[src/irq_ctrl_pkg.sv]
// Purpose: Constants for the interrupt gating and low-power block
// Assumes: 32-bit AXI4-Lite register access, 50 MHz aclk
// Notes:   Byte offsets of own registers; field positions of the enable mask
package irq_ctrl_pkg;

    // ------------------------------------------------------------
    // Register byte offsets
    // ------------------------------------------------------------
    localparam logic [7:0] off_enable_mask = 8'h00;
    localparam logic [7:0] off_timer2_ctrl = 8'h04;
    localparam logic [7:0] off_power_ctrl  = 8'h08;
    localparam logic [7:0] off_status      = 8'h0c;
    localparam logic [7:0] off_ev_status   = 8'h10;
    localparam logic [7:0] off_ev_clear    = 8'h14;
    localparam logic [7:0] off_ev_enable   = 8'h18;

    // ------------------------------------------------------------
    // Enable mask fields
    // ------------------------------------------------------------
    localparam int bit_line0  = 0;
    localparam int bit_timer0 = 1;
    localparam int bit_line1  = 2;
    localparam int bit_timer1 = 3;
    localparam int bit_serial = 4;
    localparam int bit_timer2 = 5;
    localparam int bit_resvd  = 6;
    localparam int bit_global = 7;
    localparam logic [7:0] enable_mask_reset = 8'h00;
    localparam logic [7:0] enable_mask_wmask = 8'hbf;

    // ------------------------------------------------------------
    // Timer-2 control fields
    // ------------------------------------------------------------
    localparam int bit_t2_edge     = 6;
    localparam int bit_t2_overflow = 7;
    localparam int bit_t0_flag     = 0;
    localparam int bit_t1_flag     = 1;

    // ------------------------------------------------------------
    // Power control fields and source numbers
    // ------------------------------------------------------------
    localparam int bit_idle_req = 0;
    localparam int bit_pd_req   = 1;
    localparam int num_sources  = 6;
    localparam logic [1:0] reset_hold_cycles = 2'h2;

    // ------------------------------------------------------------
    // Vector addresses per source, priority order line0 first
    // ------------------------------------------------------------
    localparam logic [15:0] vec_line0  = 16'h0003;
    localparam logic [15:0] vec_timer0 = 16'h000b;
    localparam logic [15:0] vec_line1  = 16'h0013;
    localparam logic [15:0] vec_timer1 = 16'h001b;
    localparam logic [15:0] vec_serial = 16'h0023;
    localparam logic [15:0] vec_timer2 = 16'h002b;

    // ------------------------------------------------------------
    // Event bits
    // ------------------------------------------------------------
    localparam int ev_vector = 0;
    localparam int ev_wake   = 1;

    // ------------------------------------------------------------
    // Power state
    // ------------------------------------------------------------
    typedef enum logic [2:0] {
        pm_run  = 3'b001,
        pm_idle = 3'b010,
        pm_down = 3'b100
    } power_mode_e;

endpackage

[src/irq_ctrl.sv]
// Purpose: Interrupt request gating, vectoring and idle/power-down control
// Assumes: Machine-cycle phase strobes come from the core timing on aclk
// Notes:   Core handshakes vectors with vector_take at instruction boundaries
//
// The AXI4-Lite interface to the registers and the register addresses were decided locally.
`timescale 1ns/1ps

// Notes on behaviour
// RULE1: Six sources: two outside lines, timers 0, 1, 2 and serial port.
// RULE2: Each source has an enable bit; 1 allows its request, 0 blocks it.
// RULE3: Global enable bit 7 at 0 blocks all; at 1 per-source bits apply.
// RULE4: Enables: timer2 b5, serial b4, timer1 b3, line1 b2, timer0 b1, line0 b0.
// RULE5: Software never writes one to reserved bit 6.
// RULE6: Timer-2 request is OR of overflow flag and edge flag.
// RULE7: Vectoring never clears timer-2 flags; software clears them itself.
// RULE8: Timer 0/1 flags set at state5 phase2, sampled next machine cycle.
// RULE9: Timer-2 overflow set at state2 phase2, sampled same machine cycle.
// RULE10: Idle stops the core; peripherals run; RAM and registers kept.
// RULE11: Idle ends on any enabled request or hardware reset.
// RULE12: Reset out of idle: two cycles RAM access blocked, port access not.
// RULE13: Software avoids port or external writes right after the idle request.
// RULE14: Power-down stops oscillator after requesting instruction; state kept.
// RULE15: Only hardware reset leaves power-down; registers reset, RAM kept. Code: a power-control write of the idle bit alone moves it to idle.
// RULE16: Idle holds strobes at 1, power-down at 0; port0 float external.
// RULE17: Pending requests served one at a time, fixed order, at boundaries.
module irq_ctrl (
    // Clock and reset
    input  wire logic        aclk,
    input  wire logic        aresetn,
    // AXI4-Lite slave
    input  wire logic [7:0]  s_axi_awaddr,
    input  wire logic        s_axi_awvalid,
    output logic             s_axi_awready,
    input  wire logic [31:0] s_axi_wdata,
    input  wire logic [3:0]  s_axi_wstrb,
    input  wire logic        s_axi_wvalid,
    output logic             s_axi_wready,
    output logic [1:0]       s_axi_bresp,
    output logic             s_axi_bvalid,
    input  wire logic        s_axi_bready,
    input  wire logic [7:0]  s_axi_araddr,
    input  wire logic        s_axi_arvalid,
    output logic             s_axi_arready,
    output logic [31:0]      s_axi_rdata,
    output logic [1:0]       s_axi_rresp,
    output logic             s_axi_rvalid,
    input  wire logic        s_axi_rready,
    // Machine-cycle phase strobes
    input  wire logic        state2_phase2,
    input  wire logic        state5_phase2,
    // Request sources
    input  wire logic        outside_request_line0,
    input  wire logic        outside_request_line1,
    input  wire logic        timer0_overflow,
    input  wire logic        timer1_overflow,
    input  wire logic        timer2_overflow,
    input  wire logic        timer2_edge,
    input  wire logic        serial_request,
    // Core handshake
    input  wire logic        instr_boundary,
    input  wire logic        vector_take,
    input  wire logic        ext_program,
    output logic             vector_valid,
    output logic [15:0]      vector_addr,
    output logic [2:0]       vector_source,
    output logic             core_run,
    output logic             osc_run,
    output logic             ram_block,
    output logic             addr_latch_strobe,
    output logic             program_store_strobe,
    output logic             port0_float,
    output logic             port2_addr,
    output logic             irq
);

    // ------------------------------------------------------------
    // State
    // ------------------------------------------------------------
    typedef struct packed {
        logic                      awready;
        logic                      wready;
        logic                      have_aw;
        logic                      have_w;
        logic [7:0]                awaddr;
        logic [31:0]               wdata;
        logic [3:0]                wstrb;
        logic                      bvalid;
        logic [1:0]                bresp;
        logic                      arready;
        logic                      rvalid;
        logic [31:0]               rdata;
        logic [1:0]                rresp;
        logic [7:0]                enable_mask;
        logic                      timer2_overflow_flag;
        logic                      timer2_edge_flag;
        logic                      timer0_overflow_flag;
        logic                      timer1_overflow_flag;
        logic [1:0]                line0_sync;
        logic [1:0]                line1_sync;
        logic                      line0_req;
        logic                      line1_req;
        logic                      timer0_seen;
        logic                      timer1_seen;
        irq_ctrl_pkg::power_mode_e mode;
        logic [1:0]                ram_hold;
        logic                      vector_valid;
        logic [15:0]               vector_addr;
        logic [2:0]                vector_source;
        logic [1:0]                ev_status;
        logic [1:0]                ev_enable;
        logic                      irq;
        logic                      core_run;
        logic                      osc_run;
        logic                      port0_float;
        logic                      port2_addr;
        logic                      ram_block;
    } state_s;

    state_s r;
    state_s next_r;

    // ------------------------------------------------------------
    // Combinational next state
    // ------------------------------------------------------------
    logic [5:0] pending;
    logic [5:0] gated;
    logic       any_gated;
    logic       w_fire;
    logic       rd_ok;
    logic       wr_ok;
    logic [31:0] wmask;
    logic [31:0] wval;
    logic [7:0] clr_ev;
    logic [1:0] set_ev;

    always_comb begin
        next_r = r;
        set_ev = 2'h0;
        clr_ev = 8'h00;
        rd_ok  = 1'b1;
        // Outside lines are active low, synchronised before use
        next_r.line0_sync = {r.line0_sync[0], ~outside_request_line0};
        next_r.line1_sync = {r.line1_sync[0], ~outside_request_line1};
        next_r.line0_req  = r.line0_sync[1];
        next_r.line1_req  = r.line1_sync[1];

        // Poll point of the following cycle
        if (state2_phase2) begin
            next_r.timer0_seen = r.timer0_overflow_flag; // see RULE8
            next_r.timer1_seen = r.timer1_overflow_flag; // see RULE8
        end

        // Request gating, fixed priority
        pending = {r.timer2_overflow_flag | r.timer2_edge_flag, // see RULE6
                   serial_request, r.timer1_seen, r.line1_req, r.timer0_seen, r.line0_req}; // see RULE1
        gated = pending & r.enable_mask[5:0] & {6{r.enable_mask[irq_ctrl_pkg::bit_global]}}; // see RULE2
        any_gated = |gated; // see RULE3

        // ------------------------------------------------------------
        // AXI4-Lite write channel
        // ------------------------------------------------------------
        next_r.awready = 1'b0;
        next_r.wready  = 1'b0;
        if (s_axi_awvalid && r.awready) begin
            next_r.have_aw = 1'b1;
            next_r.awaddr  = s_axi_awaddr;
        end
        if (s_axi_wvalid && r.wready) begin
            next_r.have_w = 1'b1;
            next_r.wdata  = s_axi_wdata;
            next_r.wstrb  = s_axi_wstrb;
        end
        if (!r.have_aw && !r.awready && !r.bvalid && !(s_axi_awvalid && r.awready)) begin
            next_r.awready = s_axi_awvalid;
        end
        if (!r.have_w && !r.wready && !r.bvalid && !(s_axi_wvalid && r.wready)) begin
            next_r.wready = s_axi_wvalid;
        end
        w_fire = r.have_aw && r.have_w && !r.bvalid;
        wmask = {{8{r.wstrb[3]}}, {8{r.wstrb[2]}}, {8{r.wstrb[1]}}, {8{r.wstrb[0]}}};
        wval  = r.wdata & wmask;
        wr_ok = 1'b1;
        if (w_fire) begin
            next_r.have_aw = 1'b0;
            next_r.have_w  = 1'b0;
            next_r.bvalid  = 1'b1;
            case (r.awaddr)
                irq_ctrl_pkg::off_enable_mask: begin
                    if (wmask[0]) begin
                        // Reserved bit stays zero
                        next_r.enable_mask = r.wdata[7:0] & irq_ctrl_pkg::enable_mask_wmask; // see RULE4
                    end
                end
                irq_ctrl_pkg::off_timer2_ctrl: begin
                    // Software-only clear of timer-2, timer-0 and timer-1 flags
                    if (wmask[0] && !r.wdata[irq_ctrl_pkg::bit_t2_edge]) begin
                        next_r.timer2_edge_flag = 1'b0; // see RULE7
                    end
                    if (wmask[0] && !r.wdata[irq_ctrl_pkg::bit_t2_overflow]) begin
                        next_r.timer2_overflow_flag = 1'b0; // see RULE7
                    end
                    if (wmask[0] && !r.wdata[irq_ctrl_pkg::bit_t0_flag]) begin
                        next_r.timer0_overflow_flag = 1'b0;
                        next_r.timer0_seen = 1'b0;
                    end
                    if (wmask[0] && !r.wdata[irq_ctrl_pkg::bit_t1_flag]) begin
                        next_r.timer1_overflow_flag = 1'b0;
                        next_r.timer1_seen = 1'b0;
                    end
                end
                irq_ctrl_pkg::off_power_ctrl: begin
                    if (wval[irq_ctrl_pkg::bit_pd_req]) begin
                        next_r.mode = irq_ctrl_pkg::pm_down; // see RULE14
                    end else if (wval[irq_ctrl_pkg::bit_idle_req]) begin
                        next_r.mode = irq_ctrl_pkg::pm_idle; // see RULE10
                    end
                end
                irq_ctrl_pkg::off_ev_clear: clr_ev = wval[7:0];
                irq_ctrl_pkg::off_ev_enable: begin
                    if (wmask[0]) begin
                        next_r.ev_enable = r.wdata[1:0];
                    end
                end
                irq_ctrl_pkg::off_status,
                irq_ctrl_pkg::off_ev_status: wr_ok = 1'b1;
                default: wr_ok = 1'b0;
            endcase
            next_r.bresp = wr_ok ? 2'h0 : 2'h2;
        end
        if (r.bvalid && s_axi_bready) begin
            next_r.bvalid = 1'b0;
        end

        // Flags set after software clear so the set wins
        if (timer2_overflow && state2_phase2) begin
            next_r.timer2_overflow_flag = 1'b1; // see RULE9
        end
        if (timer2_edge) begin
            next_r.timer2_edge_flag = 1'b1;
        end
        if (timer0_overflow && state5_phase2) begin
            next_r.timer0_overflow_flag = 1'b1; // see RULE8
        end
        if (timer1_overflow && state5_phase2) begin
            next_r.timer1_overflow_flag = 1'b1; // see RULE8
        end

        // ------------------------------------------------------------
        // AXI4-Lite read channel
        // ------------------------------------------------------------
        next_r.arready = !r.arready && !r.rvalid && s_axi_arvalid;
        if (s_axi_arvalid && r.arready) begin
            rd_ok = 1'b1;
            case (s_axi_araddr)
                irq_ctrl_pkg::off_enable_mask: next_r.rdata = {24'h000000, r.enable_mask};
                irq_ctrl_pkg::off_timer2_ctrl: next_r.rdata = {24'h000000, r.timer2_overflow_flag,
                    r.timer2_edge_flag, 4'h0, r.timer1_overflow_flag, r.timer0_overflow_flag};
                irq_ctrl_pkg::off_power_ctrl:  next_r.rdata = 32'h00000000;
                irq_ctrl_pkg::off_status:      next_r.rdata = {21'h000000, r.mode, 2'h0, pending};
                irq_ctrl_pkg::off_ev_status:   next_r.rdata = {30'h00000000, r.ev_status};
                irq_ctrl_pkg::off_ev_clear:    next_r.rdata = 32'h00000000;
                irq_ctrl_pkg::off_ev_enable:   next_r.rdata = {30'h00000000, r.ev_enable};
                default: begin
                    next_r.rdata = 32'h00000000;
                    rd_ok = 1'b0;
                end
            endcase
            next_r.rvalid = 1'b1;
            next_r.rresp  = rd_ok ? 2'h0 : 2'h2;
        end else if (r.rvalid && s_axi_rready) begin
            next_r.rvalid = 1'b0;
        end

        // ------------------------------------------------------------
        // Vectoring and power modes
        // ------------------------------------------------------------
        if (r.vector_valid && vector_take) begin
            // Timer-2 flags deliberately left set
            next_r.vector_valid = 1'b0; // see RULE7
        end else if (!r.vector_valid && any_gated && instr_boundary && r.mode == irq_ctrl_pkg::pm_run) begin
            next_r.vector_valid = 1'b1; // see RULE17
            set_ev[irq_ctrl_pkg::ev_vector] = 1'b1;
            if (gated[0]) begin
                next_r.vector_addr = irq_ctrl_pkg::vec_line0;
                next_r.vector_source = 3'h0;
            end else if (gated[1]) begin
                next_r.vector_addr = irq_ctrl_pkg::vec_timer0;
                next_r.vector_source = 3'h1;
            end else if (gated[2]) begin
                next_r.vector_addr = irq_ctrl_pkg::vec_line1;
                next_r.vector_source = 3'h2;
            end else if (gated[3]) begin
                next_r.vector_addr = irq_ctrl_pkg::vec_timer1;
                next_r.vector_source = 3'h3;
            end else if (gated[4]) begin
                next_r.vector_addr = irq_ctrl_pkg::vec_serial;
                next_r.vector_source = 3'h4;
            end else begin
                next_r.vector_addr = irq_ctrl_pkg::vec_timer2;
                next_r.vector_source = 3'h5;
            end
        end
        case (r.mode)
            irq_ctrl_pkg::pm_run: ;
            irq_ctrl_pkg::pm_idle: begin
                if (any_gated) begin
                    next_r.mode = irq_ctrl_pkg::pm_run; // see RULE11
                    set_ev[irq_ctrl_pkg::ev_wake] = 1'b1;
                end
            end
            irq_ctrl_pkg::pm_down: ; // see RULE15
            default: next_r.mode = irq_ctrl_pkg::pm_run;
        endcase
        if (r.ram_hold != 2'h0) begin
            next_r.ram_hold = r.ram_hold - 2'h1;
        end
        next_r.core_run    = next_r.mode == irq_ctrl_pkg::pm_run; // see RULE10
        next_r.osc_run     = next_r.mode != irq_ctrl_pkg::pm_down; // see RULE14 RULE16
        next_r.port0_float = ext_program && next_r.mode != irq_ctrl_pkg::pm_run; // see RULE16
        next_r.port2_addr  = ext_program && next_r.mode == irq_ctrl_pkg::pm_idle; // see RULE16
        next_r.ram_block   = next_r.ram_hold != 2'h0; // see RULE12

        // Sticky events, set wins over clear
        next_r.ev_status = (r.ev_status & ~clr_ev[1:0]) | set_ev;
        next_r.irq = |(next_r.ev_status & r.ev_enable);
    end

    // ------------------------------------------------------------
    // Registers
    // ------------------------------------------------------------
    always_ff @(posedge aclk) begin
        if (!aresetn) begin
            r <= '0;
            r.enable_mask <= irq_ctrl_pkg::enable_mask_reset; // see RULE15
            r.mode <= irq_ctrl_pkg::pm_run;
            r.core_run <= 1'b1;
            r.osc_run <= 1'b1;
            r.ram_block <= 1'b1;
            // RAM hold armed by idle and kept while reset stays low
            if (r.mode == irq_ctrl_pkg::pm_idle || r.ram_hold == irq_ctrl_pkg::reset_hold_cycles) begin
                r.ram_hold <= irq_ctrl_pkg::reset_hold_cycles; // see RULE12
            end else begin
                r.ram_hold <= 2'h0;
            end
        end else begin
            r <= next_r;
        end
    end

    assign s_axi_awready        = r.awready;
    assign s_axi_wready         = r.wready;
    assign s_axi_bvalid         = r.bvalid;
    assign s_axi_bresp          = r.bresp;
    assign s_axi_arready        = r.arready;
    assign s_axi_rvalid         = r.rvalid;
    assign s_axi_rdata          = r.rdata;
    assign s_axi_rresp          = r.rresp;
    assign vector_valid         = r.vector_valid;
    assign vector_addr          = r.vector_addr;
    assign vector_source        = r.vector_source;
    assign irq                  = r.irq;
    assign core_run             = r.core_run;
    assign osc_run              = r.osc_run;
    assign ram_block            = r.ram_block;
    assign addr_latch_strobe    = r.osc_run;
    assign program_store_strobe = r.osc_run;
    assign port0_float          = r.port0_float;
    assign port2_addr           = r.port2_addr;

endmodule

[config.mk]
export PLATFORM = sky130hd
export DESIGN_NAME = irq_ctrl
export DESIGN_NICKNAME = d
export VERILOG_FILES = /design/src/irq_ctrl_pkg.sv /design/src/irq_ctrl.sv
export SDC_FILE = /design/constraint.sdc
export NUM_CORES = 1
export LEC_CHECK = 0
export BUFFER_PORTS_ARGS = -buffer_cell sky130_fd_sc_hd__buf_2
export CAP_MARGIN = 15
export CORE_MARGIN = 1
export CORE_UTILIZATION = 30
export CTS_BUF_LIST = sky130_fd_sc_hd__clkbuf_8
export CTS_CLUSTER_SIZE = 16
export DETAILED_ROUTE_END_ITERATION = 16
export GPL_TIMING_DRIVEN = 0
export PLACE_DENSITY = 0.6
export SLEW_MARGIN = 30
export SYNTH_ARGS = -nofsm -noshare
export SYNTH_HDL_FRONTEND = slang
export SYNTH_SLANG_ARGS = --single-unit
[constraint.sdc]
create_clock -name aclk -period 3.1 [get_ports aclk]
set_clock_uncertainty 0.2 [all_clocks]
set_input_delay 0.62 -clock aclk [delete_from_list [all_inputs] [get_ports aclk]]
set_output_delay 0.62 -clock aclk [all_outputs]
set_load 0.03 [all_outputs]
-- After elaboration in Yosys (flattened, before gate mapping)
Index checks and enable logic that the tools add are counted.
- bits in registers: 114
- latch bits: 0
- RAM bits: 0
- bits in read-only memories: 0
- bits of input ports: 71
- output and inout port bits: 69
- word-level logic and storage cells: 196
- memories kept: 0
- add/sub/neg operators: 1
- multipliers: 0
- div/mod/pow operators: 0
- order comparisons: 0
- equality and inequality tests: 20
- shift operators: 0
- mux-type cells: 49
- bitwise gates (word level): 12
- reductions and logical operators: 77
- operators with widths (cell ; count):
    19-bit two-way mux ; 5
    11-bit one-hot mux with 5 select lines ; 1
    8-bit by 5-bit == test with 1-bit output, second input constant ; 6
    8-bit by 4-bit == test with 1-bit output, second input constant ; 4
    32-bit two-way mux ; 1
    2-bit nonzero test ; 15
    1-bit logical AND ; 28
    2-bit two-way mux ; 11
    1-bit two-way mux ; 21
    20-bit two-way mux ; 1
    3-bit AND reduction ; 6
    8-bit by 3-bit == test with 1-bit output, second input constant ; 2
    8-bit logical NOT ; 2
    1-bit logical NOT ; 14
    7-bit OR reduction ; 2
    6-bit bitwise AND ; 2
    3-bit two-way mux ; 4
    2-bit OR reduction ; 5
    4-bit two-way mux ; 2
    7-bit two-way mux ; 1
    2-bit bitwise AND ; 3
    3-bit by 1-bit == test with 1-bit output, second input constant ; 2
    3-bit by 2-bit == test with 1-bit output, second input constant ; 2
    3-bit one-hot mux with 2 select lines ; 1
    other kinds (13) ; 18

-- Depth between registers and ports, before layout
- depth in word-level cells: 13
- gate-level depth with buffers: 7

-- Worst setup path after synthesis
Ideal clock, no wire load.
- path kind: reg2reg
- start: register r[131] in the netlist's numbering
- end: register r[47] in the netlist's numbering
- arrival time: 1751 ps
- setup slack: 1017 ps
- cell stages (with the launch flop): 7
- path buffers: 1
- clock period less this slack: 2083 ps
- path through: dfxtp_1 or4_4 nor4_4 or3b_1 clkbuf_2 nand2_1 a21oi_1
- cells in the longest elaborated chain, start to end: 2
- RTL lines (what ; RTL line ; source):
    from (decl) ; irq_ctrl.sv:119 ; state_s r;
    from (signal assigned) ; irq_ctrl.sv:346 ; r <= next_r;
    8-bit logical NOT ; irq_ctrl.sv:187 ; case (r.awaddr)
    3-bit AND reduction (no source line) ; n/a ;
No other way between the ends.
A chain may end at the register's enable or synchronous reset.

-- Worst setup path after layout
- start: register r[131] in the netlist's numbering
- end: register r (netlist bit irq)
- cells in the longest elaborated chain, start to end: 8
- RTL lines (what ; RTL line ; source):
    8-bit by 5-bit == test with 1-bit output ; irq_ctrl.sv:187 ;
    2-bit two-way mux ; irq_ctrl.sv:187 ;
    2-bit two-way mux ; irq_ctrl.sv:183 ; if (w_fire) begin
    2-bit inverter ; irq_ctrl.sv:324 ; next_r.ev_status = (r.ev_status & ~clr_ev[1:0]) | set_ev;
    2-bit bitwise AND ; irq_ctrl.sv:324 ;
    2-bit OR ; irq_ctrl.sv:324 ;
    2-bit bitwise AND ; irq_ctrl.sv:325 ; next_r.irq = |(next_r.ev_status & r.ev_enable);
    2-bit OR reduction ; irq_ctrl.sv:325 ;
No other way between the ends.

==> impl_results.md <==
- # diodes: 0
- RR Startpoint: r[131]$_SDFFE_PN0P_
- Fin. Hold Viols: 0
- Yosys top cell area share: 44.8%
- Worst Setup Slack, final: 857 ps
- Nets: 587
- CP max stage delay: 570 ps
- TritonCTS Sinks: 76
- Gpl congestion: 0.795
- Largest net degree at the start of global routing: 13
- Fmax: 446 MHz
- CP arrival: 2280 ps
- Top cells by area, synth: dfxtp_1, buf_4, nand2_1
- Slowest CP cell: or4_4
- Cells on Worst Hold Path: 2
- R2R cell count: 5
- Final wirelength: 8.26 mm
- Die Y-Extent: 108 um
- Worst path buffer plus inverter count: 0
- Unrepaired setup endpoints after global routing: no
- Count of different cell masters after synthesis: 47
- Worst-Margin Slew: 902 ps
- Die ar.: 11800 sq um
- Clk buf depth: 2
- Initial antenna violation count: 0
- Grt total ovfl: 0
- Cell count along the critical path: 5
- Global-route wire length before repair: 12.9 mm
- Final Max Tran Viols: 0
- Fillers: 1166
- Via/cell ratio: 4.46
- Max Cap Violations: 0
- Area of the multi-input gates: 1470 sq um
- Max FO, Critical Path: 5
- Setup TNS: 0 ps
- Die X: 108 um
- Crit end category: flip-flop
- Post-place setup slack: 689 ps
- Setup Buffers After CTS: 0
- Worst-path clk slew: 70 ps
- Pwr Density: 465 nW/um^2
- Skew-Pair Late Insertion Delay: 350 ps
- Vias in the first global route: 2686
- Most frequent cell after synthesis: dfxtp_1
- Register area: 1520 sq um
- Synth Cell Area: 3400 sq um
- Via count: 2951
- Worst EP required: 3140 ps
- Syn Area/Cell: 8.56 sq um
- Initial core utilization: 31.1%
- Lkg Pwr: 1.93 nW
- Top cells by count, synth: dfxtp_1, nand2_1, buf_4, a21oi_1, nor2_1
- Post-CTS sizing: 0
- Clk root buf: clkbuf_8
- Placement Rows: 38
- Share of cells above drive strength 1: 30.9%
- Pre-antenna DRT Iters: 4
- DP HPWL: 6.41 mm
- Hold Path Class: in -> reg
- Synthesized flop and latch total: 76
- Dominant cell type by area after synthesis: dfxtp_1
- Critical-path cell list: or4_4, nor4_4, nand4_1, a32o_2, a22o_1
- Max_slew headroom: 39.4%
- H-Tree Depth: 3
- TritonCTS buffer count: 9
- Area Overhead vs Synth: 25.8%
- Crit path from: r[131]$_SDFFE_PN0P_
- CP Class: reg -> reg
- Top Ports: 140
- DR DRC count: 0
- Post-Syn Instances: 397
- Min Clock Period, post-route: 2240 ps
- Seq/Total Area, Yosys: 44.8%
- CP startpoint kind: flip-flop
- Ys flop type: dfxtp_1
- Worst IR drop on VDD: 238 uV
- Period utilization: 72.4%
- Outcome: complete, no violations
- Final setup violation count: 0
- Drt wl/cell: 12.5 um
- Initial DRC Count: 103
- Hold Buf Count CTS: 0
- Critical path's top delay family: simple AND/OR/NAND/NOR gates
- Total track usage: 14.6%
- Final antenna-violating net count: 0
- Ys Warns: 0
- Post-synth EDFFs: 0
- Async set or reset register ratio after synthesis: 0%
- Core area: 10900 sq um
- CTS tree: done
- Worst hold path startpoint: outside_request_line1
- IO buf count: 75
==> report_power, final <==
part | switching (W) | total [W] | internal, W
Clock | 0.000348 | 0.000758 | 0.000410
Sequential | 0.0000153 | 0.00101 | 0.000996
Combinational | 0.000141 | 0.000220 | 0.0000793
==> layer usage <==
layer  GRT usage, %  share of wire [%]
met4           5.41                1.8
met3           4.16                6.9
met5              0                  0
met1           18.1                 47
met2           23.8                 44
==> worst paths after layout <==
kind | end | slack [ps]
hold reg to reg | next_r[37]$_SDFF_PN0_ | 240
setup / recovery | irq$_SDFF_PN0_ | 860
setup reg to reg | irq$_SDFF_PN0_ | 860
hold / removal | next_r[40]$_SDFF_PN0_ | 220
==> registers in the layout (all words and copies together) (netlist names) <==
register	flops
s_axi_arready	1
irq	1
s_axi_rresp	1
pending	4
s_axi_awready	1
vector_addr	2
r	39
next_r	4
s_axi_bresp	1
s_axi_rdata	11
ram_block	1
vector_valid	1
s_axi_bvalid	1
port2_addr	1
vector_source	2
core_run	1
port0_float	1
s_axi_wready	1
s_axi_rvalid	1
addr_latch_strobe	1
==> cell type report <==
class	count	area share [%]
timing repair buffer	75	8.78
inverter	5	0.439
sequential	76	35.6
tap	140	4.10
clock inverter	5	1.20
multi-input combinational	273	34.4
buffer	76	11.9
clock buffer	11	3.54
==> cells by family (layout without fill, tap and decap cells) <==
| family | Yosys count | after routing | share of synthesized area, % |
|---|---|---|---|
| buf+inv | 81 | 172 | 15.6 |
| compound gates | 81 | 81 | 14.9 |
| xor+xnor | 2 | 2 | 0.516 |
| simple gates | 148 | 148 | 21.7 |
| mux | 8 | 8 | 2.43 |
| flops | 76 | 76 | 44.8 |
| other cells | 1 | 34 | 0.110 |
==> per-stage QoR <==
stage                     utilization [%]  cell area, sq um  hold WS [ps]  total power [W]  std cells
final                                39.1              4280           216          0.00199        661
after global routing                 39.1              4280           203          0.00207        661
after CTS                            39.1              4280           198          0.00201        661
after detailed placement             37.2              4070           224          0.00125        645
after global placement               37.2              4070           217          0.00125        645
after floorplan                         -              3520           212          0.00119        430
==> layout by cell type, fill, tap and decap left out, types with 7 or more instances in the layout <==
cell type	instances
buf_4	57
a21oi_1	43
nand3_1	13
conb_1	34
clkbuf_1	15
nor3_1	7
a22o_1	7
o21ai_0	10
buf_2	77
clkbuf_8	11
and2_1	8
nand2_1	65
dfxtp_1	76
nor2_1	25
==> worst reg2reg max path: stages, from the launching register on <==
cell and delay, ps:
dfxtp_1 310, or4_4 570, nor4_4 310, nand4_1 180, a32o_2 300, a22o_1 250
No activity file was read; power rests on OpenSTA's default activity.
